`src/logic/lane_ctrl_pkg.sv`:
```
// package of constants for the serial flash lane control block
package lane_ctrl_pkg;
    // register indices on the plain register port
    localparam logic [3:0] ADDR_CFG = 4'h0;
    localparam logic [3:0] ADDR_STATUS = 4'h1;
    localparam logic [3:0] ADDR_TX = 4'h2;
    localparam logic [3:0] ADDR_RX = 4'h3;
    localparam logic [3:0] ADDR_STATE = 4'h4;
    // configuration and status fields
    localparam int CFG_PAUSE_OFF_BIT = 4;
    localparam int CFG_PROTO_LSB = 0;
    localparam int CFG_DTR_BIT = 2;
    localparam int CFG_SHARED_BIT = 3;
    localparam int CFG_WIDTH_LSB = 5;
    localparam int STATUS_WDIS_BIT = 7;
    localparam logic [7:0] CFG_RESET = 8'h00;
    localparam logic [7:0] STATUS_RESET = 8'h00;
    // protocol encodings
    localparam logic [1:0] PROTO_EXT = 2'h0;
    localparam logic [1:0] PROTO_DUAL = 2'h1;
    localparam logic [1:0] PROTO_QUAD = 2'h2;
    // lane width of the current command in extended protocol
    localparam logic [1:0] WIDTH_X1 = 2'h0;
    localparam logic [1:0] WIDTH_X2 = 2'h1;
    localparam logic [1:0] WIDTH_X4 = 2'h2;
    localparam logic [7:0] CMD_WRITE_STATUS = 8'h01;
    localparam logic [3:0] BITS_PER_BYTE = 4'h8;
endpackage

```
`src/logic/pin_sync.sv`:
```
// three flop synchroniser with agreement filter for one pin
`timescale 1ns/100ps
`default_nettype none
module pin_sync (
    // clock and reset
    input wire logic clock_in,
    input wire logic nrst_in,
    input wire logic ce_in,
    // pin and filtered level
    input wire logic pin_in,
    input wire logic rst_val_in,
    output logic level_out
);
    logic s1_r;
    logic s2_r;
    logic s3_r;

    // first flop feeds only the second; change counts when 2 and 3 agree
    always_ff @(posedge clock_in) begin
        if (!nrst_in) begin
            // reset to the pin's idle level, so no false edge follows reset
            s1_r <= rst_val_in;
            s2_r <= rst_val_in;
            s3_r <= rst_val_in;
            level_out <= rst_val_in;
        end else if (ce_in) begin
            s1_r <= pin_in;
            s2_r <= s1_r;
            s3_r <= s2_r;
            if (s2_r == s3_r) begin
                level_out <= s3_r;
            end
        end
    end
endmodule
`default_nettype wire

```
`src/logic/serial_flash_pin_lane_control.sv`:
```
// device side lane control: pause, write protect and lane steering
`timescale 1ns/100ps
`default_nettype none
module serial_flash_pin_lane_control (
    // clock, reset, enable
    input wire logic clock_in,
    input wire logic nrst_in,
    input wire logic ce_in,
    // register port
    input wire logic [3:0] addr_in,
    input wire logic [7:0] wdata_in,
    input wire logic wr_in,
    input wire logic rd_in,
    output logic [7:0] rdata_out,
    // link pins from the host
    input wire logic select_n_in,
    input wire logic sclk_in,
    input wire logic pause_n_in,
    input wire logic [3:0] lane_in,
    // lane drive, enables low while driving
    output logic [3:0] lane_out,
    output logic [3:0] lane_oe_n_out,
    // status
    output logic protect_block_out,
    output logic busy_out
);
    logic sel_n;
    logic sclk;
    logic pause_n;
    logic [3:0] lane_s;
    logic sclk_d_r;
    logic [7:0] cfg_r;
    logic [7:0] status_r;
    logic [7:0] tx_r;
    logic [7:0] rx_r;
    logic [7:0] shift_r;
    logic [3:0] bitcnt_r;
    logic first_r;
    logic [7:0] cmd_r;

    ////////////////////////////////////////////////////////////////////
    // pin synchronisers, idle values chosen to look deselected
    pin_sync u_sel (.clock_in(clock_in), .nrst_in(nrst_in), .ce_in(ce_in),
        .pin_in(select_n_in), .rst_val_in(1'b1), .level_out(sel_n));
    pin_sync u_clk (.clock_in(clock_in), .nrst_in(nrst_in), .ce_in(ce_in),
        .pin_in(sclk_in), .rst_val_in(1'b0), .level_out(sclk));
    pin_sync u_pause (.clock_in(clock_in), .nrst_in(nrst_in), .ce_in(ce_in),
        .pin_in(pause_n_in), .rst_val_in(1'b1), .level_out(pause_n));
    genvar g;
    generate
        for (g = 0; g < 4; g++) begin : g_lane
            pin_sync u_lane (.clock_in(clock_in), .nrst_in(nrst_in), .ce_in(ce_in),
                .pin_in(lane_in[g]), .rst_val_in(1'b0), .level_out(lane_s[g]));
        end
    endgenerate

    ////////////////////////////////////////////////////////////////////
    // mode decode
    logic [1:0] proto;
    logic [1:0] width;
    logic dtr;
    logic quad;
    logic dual;
    logic pause_on;
    logic paused;
    logic active;
    logic rise;
    logic fall;
    logic sel_fall;
    logic [3:0] step;
    logic wp_n;
    logic sel_n_d_r;
    assign proto = cfg_r[lane_ctrl_pkg::CFG_PROTO_LSB +: 2];
    assign width = cfg_r[lane_ctrl_pkg::CFG_WIDTH_LSB +: 2];
    assign dtr = cfg_r[lane_ctrl_pkg::CFG_DTR_BIT];
    assign quad = (proto == lane_ctrl_pkg::PROTO_QUAD) || (proto == lane_ctrl_pkg::PROTO_EXT
        && width == lane_ctrl_pkg::WIDTH_X4);
    assign dual = (proto == lane_ctrl_pkg::PROTO_DUAL) || (proto == lane_ctrl_pkg::PROTO_EXT
        && width == lane_ctrl_pkg::WIDTH_X2);
    // pause off by bit 4, or forced off on shared pin in quad/dtr
    assign pause_on = !cfg_r[lane_ctrl_pkg::CFG_PAUSE_OFF_BIT]
        && !(cfg_r[lane_ctrl_pkg::CFG_SHARED_BIT]
        && (proto == lane_ctrl_pkg::PROTO_QUAD || dtr));
    assign paused = pause_on && !pause_n;
    assign active = !sel_n && !paused;
    assign rise = sclk && !sclk_d_r;
    assign fall = !sclk && sclk_d_r;
    assign sel_fall = !sel_n && sel_n_d_r;
    assign step = quad ? 4'h4 : (dual ? 4'h2 : 4'h1);
    // protect pin is lane two; only a protect input outside quad
    assign wp_n = lane_s[2];

    // edge history; clock history held while paused so no edge is lost or invented, select history always tracks
    always_ff @(posedge clock_in) begin
        if (!nrst_in) begin
            sclk_d_r <= 1'b0;
            sel_n_d_r <= 1'b1;
        end else if (ce_in) begin
            sel_n_d_r <= sel_n;
            if (!paused) begin
                sclk_d_r <= sclk;
            end
        end
    end

    ////////////////////////////////////////////////////////////////////
    // shifter: input on rising edges, or both edges in dtr after the command byte
    always_ff @(posedge clock_in) begin
        if (!nrst_in) begin
            shift_r <= 8'h00;
            bitcnt_r <= 4'h0;
            first_r <= 1'b1;
            cmd_r <= 8'h00;
            rx_r <= 8'h00;
        end else if (ce_in) begin
            if (sel_n) begin
                bitcnt_r <= 4'h0;
                first_r <= 1'b1;
                cmd_r <= 8'h00; // a stale command must not fire again at a later deselect
            end else if (active && (rise || (dtr && fall && !first_r))) begin
                if (quad) begin
                    shift_r <= {shift_r[3:0], lane_s};
                end else if (dual) begin
                    shift_r <= {shift_r[5:0], lane_s[1:0]};
                end else begin
                    shift_r <= {shift_r[6:0], lane_s[0]};
                end
                if (bitcnt_r + step >= lane_ctrl_pkg::BITS_PER_BYTE) begin
                    bitcnt_r <= 4'h0;
                    first_r <= 1'b0;
                    if (first_r) begin
                        cmd_r <= quad ? {shift_r[3:0], lane_s}
                            : (dual ? {shift_r[5:0], lane_s[1:0]} : {shift_r[6:0], lane_s[0]});
                    end else begin
                        rx_r <= quad ? {shift_r[3:0], lane_s}
                            : (dual ? {shift_r[5:0], lane_s[1:0]} : {shift_r[6:0], lane_s[0]});
                    end
                end else begin
                    bitcnt_r <= bitcnt_r + step;
                end
            end
        end
    end

    ////////////////////////////////////////////////////////////////////
    // output drive: launch on falling edge, or both edges in dtr; tri-state when deselected, paused or in the command byte
    logic [7:0] out_sh_r;
    always_ff @(posedge clock_in) begin
        if (!nrst_in) begin
            out_sh_r <= 8'h00;
            lane_out <= 4'h0;
            lane_oe_n_out <= 4'hF;
        end else if (ce_in) begin
            if (!active || first_r) begin
                lane_oe_n_out <= 4'hF;
                if (sel_fall) begin
                    out_sh_r <= tx_r;
                end
            end else if (fall || (dtr && rise)) begin
                if (quad) begin
                    lane_out <= out_sh_r[7:4];
                    lane_oe_n_out <= 4'h0;
                    out_sh_r <= {out_sh_r[3:0], out_sh_r[7:4]};
                end else if (dual) begin
                    lane_out <= {2'b00, out_sh_r[7:6]};
                    lane_oe_n_out <= 4'hC;
                    out_sh_r <= {out_sh_r[5:0], out_sh_r[7:6]};
                end else begin
                    lane_out <= {2'b00, out_sh_r[7], 1'b0};
                    lane_oe_n_out <= 4'hD;
                    out_sh_r <= {out_sh_r[6:0], out_sh_r[7]};
                end
            end
        end
    end

    ////////////////////////////////////////////////////////////////////
    // status write at deselect, refused under hardware protect
    logic protect;
    assign protect = status_r[lane_ctrl_pkg::STATUS_WDIS_BIT] && !wp_n && !quad;
    always_ff @(posedge clock_in) begin
        if (!nrst_in) begin
            status_r <= lane_ctrl_pkg::STATUS_RESET;
            protect_block_out <= 1'b0;
            busy_out <= 1'b0;
        end else if (ce_in) begin
            protect_block_out <= protect;
            busy_out <= !sel_n && !first_r;
            if (wr_in && addr_in == lane_ctrl_pkg::ADDR_STATUS && !protect) begin
                status_r <= wdata_in;
            end else if (sel_n && !sel_n_d_r && cmd_r == lane_ctrl_pkg::CMD_WRITE_STATUS
                && !protect) begin
                status_r <= rx_r;
            end
        end
    end

    ////////////////////////////////////////////////////////////////////
    // register port: config and transmit byte, one-cycle read data
    always_ff @(posedge clock_in) begin
        if (!nrst_in) begin
            cfg_r <= lane_ctrl_pkg::CFG_RESET;
            tx_r <= 8'h00;
            rdata_out <= 8'h00;
        end else if (ce_in) begin
            if (wr_in && addr_in == lane_ctrl_pkg::ADDR_CFG) begin
                cfg_r <= wdata_in;
            end
            if (wr_in && addr_in == lane_ctrl_pkg::ADDR_TX) begin
                tx_r <= wdata_in;
            end
            rdata_out <= 8'h00;
            if (rd_in) begin
                unique case (addr_in)
                    lane_ctrl_pkg::ADDR_CFG: rdata_out <= cfg_r;
                    lane_ctrl_pkg::ADDR_STATUS: rdata_out <= status_r;
                    lane_ctrl_pkg::ADDR_TX: rdata_out <= tx_r;
                    lane_ctrl_pkg::ADDR_RX: rdata_out <= rx_r;
                    lane_ctrl_pkg::ADDR_STATE: rdata_out <= {paused, protect, sel_n, 1'b0,
                        bitcnt_r};
                    default: rdata_out <= 8'h00;
                endcase
            end
        end
    end
endmodule
`default_nettype wire

```
`config.mk`:
```
export PLATFORM = sky130hd
export DESIGN_NAME = serial_flash_pin_lane_control
export DESIGN_NICKNAME = d
export VERILOG_FILES = /design/src/logic/lane_ctrl_pkg.sv /design/src/logic/pin_sync.sv /design/src/logic/serial_flash_pin_lane_control.sv
export SDC_FILE = /design/constraint.sdc
export NUM_CORES = 1
export LEC_CHECK = 0
export ABC_AREA = 1
export BUFFER_PORTS_ARGS = -buffer_cell sky130_fd_sc_hd__buf_2
export CAP_MARGIN = 20
export CORE_MARGIN = 4
export CORE_UTILIZATION = 39
export DETAILED_ROUTE_END_ITERATION = 10
export SYNTH_ARGS = -nofsm -noshare
export SYNTH_HDL_FRONTEND = slang
export SYNTH_HIERARCHICAL = 1
export SYNTH_SLANG_ARGS = --single-unit
```
`constraint.sdc`:
```
create_clock -name clock_in -period 2 [get_ports clock_in]
set_input_delay 0.4 -clock clock_in [delete_from_list [all_inputs] [get_ports clock_in]]
set_output_delay 0.4 -clock clock_in [all_outputs]
set_load 0.01 [all_outputs]
```
### Yosys cells after proc, flatten, opt, wreduce, memory -nomap -nowiden

Index checks and enable logic that the tools add are counted.

* latch bits: 0
* bits in writable memories: 0
* register bits after elaboration: 108
* memory bits (read-only): 0
* output and inout bits: 18
* input bits: 24
* memories: 0
* word-level logic and storage cells: 164

* order comparisons: 1
* eq/ne operators: 17
* reductions and logical operators: 68
* $add $sub $neg: 1
* multiplexer cells: 29
* divide/modulo/power cells: 0
* shift-type cells: 0
* multipliers: 0
* bitwise gates (word level): 4

Operators with widths (count)
* $mux W8: 14
* $pmux W8 S5: 1
* $mux W4: 7
* $reduce_and A2 Y1: 13
* $logic_and A1 B1 Y1: 23
* $logic_not A1 Y1: 13
* $reduce_and A3 Y1: 4
* $reduce_bool A2 Y1: 5
* $eq A4 B2 Y1 const B: 2
* $eq A8 B1 Y1 const B: 1
* $eq A1 B1 Y1: 7
* $logic_or A1 B1 Y1: 6
* $mux W1: 5
* $reduce_and A5 Y1: 1
* $add A4 B3 Y4: 1
* $eq A2 B1 Y1 const B: 2
* $eq A2 B2 Y1 const B: 2
* $eq A4 B1 Y1 const B: 1
* $eq A4 B3 Y1 const B: 1
* $ge A4 B4 Y1 const B: 1
* $logic_not A4 Y1: 1
* $not A1 Y1: 4
* $reduce_and A4 Y1: 1
* $mux W3: 1
* 3 further kinds: 3

### Logic depth before layout (Yosys ltp)

* depth in word-level cells: 12
* gate-level depth with buffers: 16
* depth with buffers taken out: 16

### Hierarchy

Netlist, hierarchy kept.

By module, submodules not included
* serial_flash_pin_lane_control: cells an instance 673, area an instance 4287.9 sq um, seq. area each 1581.5 sq um, times used 1
* pin_sync: cells an instance 19, area an instance 182.7 sq um, seq. area each 120.1 sq um, times used 7

### Least setup slack after synthesis

OpenSTA, ideal clock, no wires.

* kind: register to register
* start: register cfg_r[0]
* end: register rx_r[2]
* buffers on the path: 2
* cell stages (with the launch flop): 14
* setup time: 113 ps
* period minus slack after synthesis: 2105 ps
* arrival time: 1992 ps
* setup slack: -105 ps
* required time: 1887 ps
* cell sequence: dfxtp_1 -> inv_2 -> nand3_1 -> nand2_1 -> buf_2 -> ha_1 -> a21oi_1 -> nand3_1 -> nand2_1 -> nor3b_4 -> buf_6 -> nand2_1 -> nand2_1 -> nor2_1

* longest elaborated chain between the ends: 10
* elaborated cells on any way between the ends: 22
* classes of those cells: add/sub (1); order compare (1); eq/ne (2); mux (4); reduce/logical (14)

Ends and longest elaborated chain
* start: declaration: line serial_flash_pin_lane_control.sv:32 `logic [7:0] cfg_r;`
* start signal: assignment: line serial_flash_pin_lane_control.sv:202 `cfg_r <= lane_ctrl_pkg::CFG_RESET;`
* start signal: assignment: line serial_flash_pin_lane_control.sv:207 `cfg_r <= wdata_in;`
* parallel branches: the longest is 10 deep, another holds $add A4 B3 Y4
* end signal: assignment: line serial_flash_pin_lane_control.sv:135 `rx_r <= quad ? {shift_r[3:0], lane_s}`
* end: declaration: line serial_flash_pin_lane_control.sv:35 `logic [7:0] rx_r;`

Parallel ways; which one is timed is not known.
A chain may end at the register's enable or synchronous reset.

### Worst setup path after layout

* start: register cfg_r[0]
* end: register rx_r[1]

Same word-level chain as after synthesis.

==> results.md <==
- Min-delay src: lane_in[3]
- Pre-antenna DRT Iters: 5
- Die Span Y: approximately 130 um
- CP peak stage delay: around 0.34 ns
- Initial Util: around two fifths
- Worst ir drop on vdd: a little under 700 uV
- WP data arrival: ~2.1 ns
- Status: completed
- Cells on worst reg2reg path: 12
- Dpl ws: 0.00268 ns
- Syn Area/Cell: between 6 and 7 um2
- Share of cells above drive strength 1: 16.8%
- Routed Wire Length: 14.9 mm
- Required @ worst endpoint: 2.26 ns
- Reg2reg end: rx_r[1]
- Synth area leaders: dfxtp_1 28%, nand2_1 18%, edfxtp_1 15%, nand3_1 7.4%, nor2_1 6.0%
- P_leak: 3.08 nW
- Vias in the first global route: a little under 5,000
- Worst-Skew Late Latency: between 0.3 and 0.4 ns
- DR vias/cell: 4.93
- Max Clk Rate: about 530 MHz
- Placement Cell Area: 6160 um2
- Total global routing track utilization: 18.8%
- PD cells: around 730 nW/um2
- FF+latch count, synth: ~110
- Synth Warn #: 6
- Worst setup SP type: flip-flop
- FF+latch area: about 2400 um2
- Register area share after synthesis: between 40% and 50%
- Core area: 13,900 um2
- Crit path buffers/inverters: 2
- Area of the multi-input gates: 2800 um2
- Slowest CP cell: dfxtp_2
- Hold Path Class: in2reg
- CTS Buffer Depth: 2
- Max H-tree Level: 3
- Final Skew: just over 0.008 ns
- CTS root buf: clkbuf_16
- Final core occ: about 47%
- CP top delay family: simple AND/OR/NAND/NOR gates
- Distinct cells, synth: 36
- Max-cap check violation count: 0
- DRC Markers: 0
- Final period utilization: between 90% and 100%
- First-pass GRT wire length: approximately 24 mm
- Critical path's most frequent cell: nand2_1
- Drt wl/cell: between 10 and 15 um
- Largest net degree at the start of global routing: 50
- Xor-xnor portion of the synthesized cell area: less than 1%
- Final hold viol count: 0
- Clk sinks: about 110
- FF-to-FF Start: cfg_r[0]
- Chip Width: between 100 and 150 um
- Synthesis-to-finish area growth: 18.4%
- Adder-cell area share of the yosys netlist: between 1 and 1.5%
- Mux cell area share after synthesis: 0%
- Final Max Tran Viols: 0
- Ports: 42
- CTS tree: yes
- Setup crit end kind: flip-flop
- End of the worst hold path: g_lane[3].u_lane/s1_r
- Fin area: about 6600 um2
- Nets@finish: about 900
- Initial drt markers: 376
- Post-synthesis cell area: 5570 um2
- Final cell count without fillers: ~1,100
- Critical-path cell list: inv_4, nand3_4, nand2_4, ha_4, a21oi_4, nand3_2, nand2_2, nor3b_4, buf_12, nand2_1, nand2_1, nor2_1
- Clk slew on worst S/H paths: roughly 0.07 ns
- Largest area contributor in the netlist: dfxtp_1
- TritonCTS buffer count: 9
- Detail Route Antenna Nets: 0
- Post-DP HPWL: about 11 mm
- Grt ovf: 0
- Ant diodes: 0
- Setup violations, final: 0
- Fin crit period: ~1.9 ns
- Critical setup path kind: reg2reg
- Placed Cells: slightly above 1,000
- Simple-gate area share of the yosys netlist: 37.2%
- Port bufs: slightly above 40
- Yosys top cell area share: 28.4%
- Synth Area in Compound Gates: a little under a tenth
- Die Footprint: 16,200 um2
- Antenna violations before repair: 0
- Total number of vias: 5,207
- RePlAce Congestion: between 0.9 and 1
- Hold Path Depth: 3
- Worst Path Max Fanout: 7
- Largest family of logic cells by synthesized area: simple AND/OR/NAND/NOR gates
- Synthesized instance count: roughly 810
- Row cnt: 43
- FF-to-FF setup slack: around 0.11 ns
- Setup slack after layout: 0.112 ns
- Fin Setup TNS: 0 ns
- Post-CTS Hold Fix Bufs: 0
- Filler Cells Inserted: about 1,400
==> logic make-up after synthesis <==
group	after synthesis
other	2
XOR/XNOR	1
AO/OA/AOI/OAI	100
adder cells (fa/ha/maj)	4
AND/OR/NAND/NOR	477
flip-flops	107
buffers and inverters	115
==> registers in the layout (all words and copies together), names as in the netlist, 4 cells and up <==
| name | count |
|---|---|
| rdata_out | 8 |
| g_lane.u_lane/s1_r | 4 |
| g_lane.u_lane/level_out | 4 |
| bitcnt_r | 4 |
| shift_r | 7 |
| tx_r | 8 |
| cfg_r | 8 |
| lane_out | 4 |
| g_lane.u_lane/s2_r | 4 |
| rx_r | 8 |
| out_sh_r | 8 |
| status_r | 8 |
| cmd_r | 8 |
| g_lane.u_lane/s3_r | 4 |
==> worst max path at each step <==
stage | from | to | slack [ns] | depth (start not counted)
global placement | cfg_r[0] | cmd_r[0] | 0.08 | 15
global route | cfg_r[1] | rx_r[3] | -0.04 | 12
floorplan | cfg_r[0] | rx_r[2] | 0.05 | 14
detailed placement | cfg_r[0] | cmd_r[3] | 0.003 | 16
CTS | cfg_r[0] | cmd_r[0] | 0.04 | 15
finish | cfg_r[0] | rx_r[1] | 0.11 | 12
==> layout by cell type, fill, tap and decap left out, drive strengths merged, types with 3 or more instances in the layout <==
cell type  Yosys  final
nand2        282    282
nor2         101    101
inv           88     88
nand3         84     84
dfxtp         79     79
buf           17     74
a21oi         52     52
o21ai         37     37
edfxtp        28     28
clkbuf         9     13
o22ai          8      8
conb           2      7
nand4          4      4
clkinv         1      4
ha             3      3
nor3           3      3
==> stage by stage <==
stage	hold slack, ns	power (W)
global placement	0.449	0.00311
CTS	0.296	0.00484
global route	0.296	0.00507
finish	0.306	0.00482
detailed placement	0.458	0.00312
floorplan	0.440	0.00291
==> final cells by class <==
| cell class | instances | share of cell area [%] |
|---|---|---|
| inverters | 89 | 5.15 |
| repair buffers | 75 | 7.82 |
| clock inverters | 4 | 0.399 |
| clock buffers | 12 | 3.89 |
| flip-flops and latches | 107 | 36.9 |
| well taps | 180 | 3.42 |
| multi-input cells | 589 | 42.4 |
==> what timing repair did <==
action	4_1_cts	5_1_grt
pin swaps	0	6
gates cloned	0	1
endpoints found under the setup margin	2	19
buffers inserted	0	2
gates resized for setup	1	30
==> power breakdown <==
group          switching (W)  internal, W
sequential         0.0000668      0.00236
combinational       0.000433     0.000234
clock               0.000812     0.000912
==> worst min-delay path, delay by kind of cell <==
kind          cells  cell delay, ns
buf+inv           1            0.07
simple gates      2            0.09
==> cells in the mapped netlist <==
cell,count
nor3_1,2
xnor2_1,1
nor3b_4,1
nand4_1,3
nor2_1,89
nand3_1,82
o22ai_1,8
dfxtp_1,79
and2_1,1
nand4_2,1
nand2_2,9
clkinv_1,1
nand2_1,270
nand3_4,2
o21ai_0,36
nor2_8,1
o211ai_1,1
inv_1,85
fa_1,1
o21ai_1,1
clkbuf_1,9
inv_2,3
buf_4,4
nor2_2,8
nor2_4,3
ha_1,3
conb_1,2
nand2_4,3
a21oi_1,52
edfxtp_1,28
o21a_1,1
nor3_2,1
buf_6,3
buf_2,10
or2_2,1
o2111ai_1,1
==> routing by layer <==
metal  GRT usage [%]  up-vias  wire [um]
li1                -     2695          -
met1            26.8     2353       7000
met2            27.9      143       6650
met3            5.69       16        998
met4            4.73        0        208
met5               0        -          0
No activity file was read; power rests on OpenSTA's default activity.
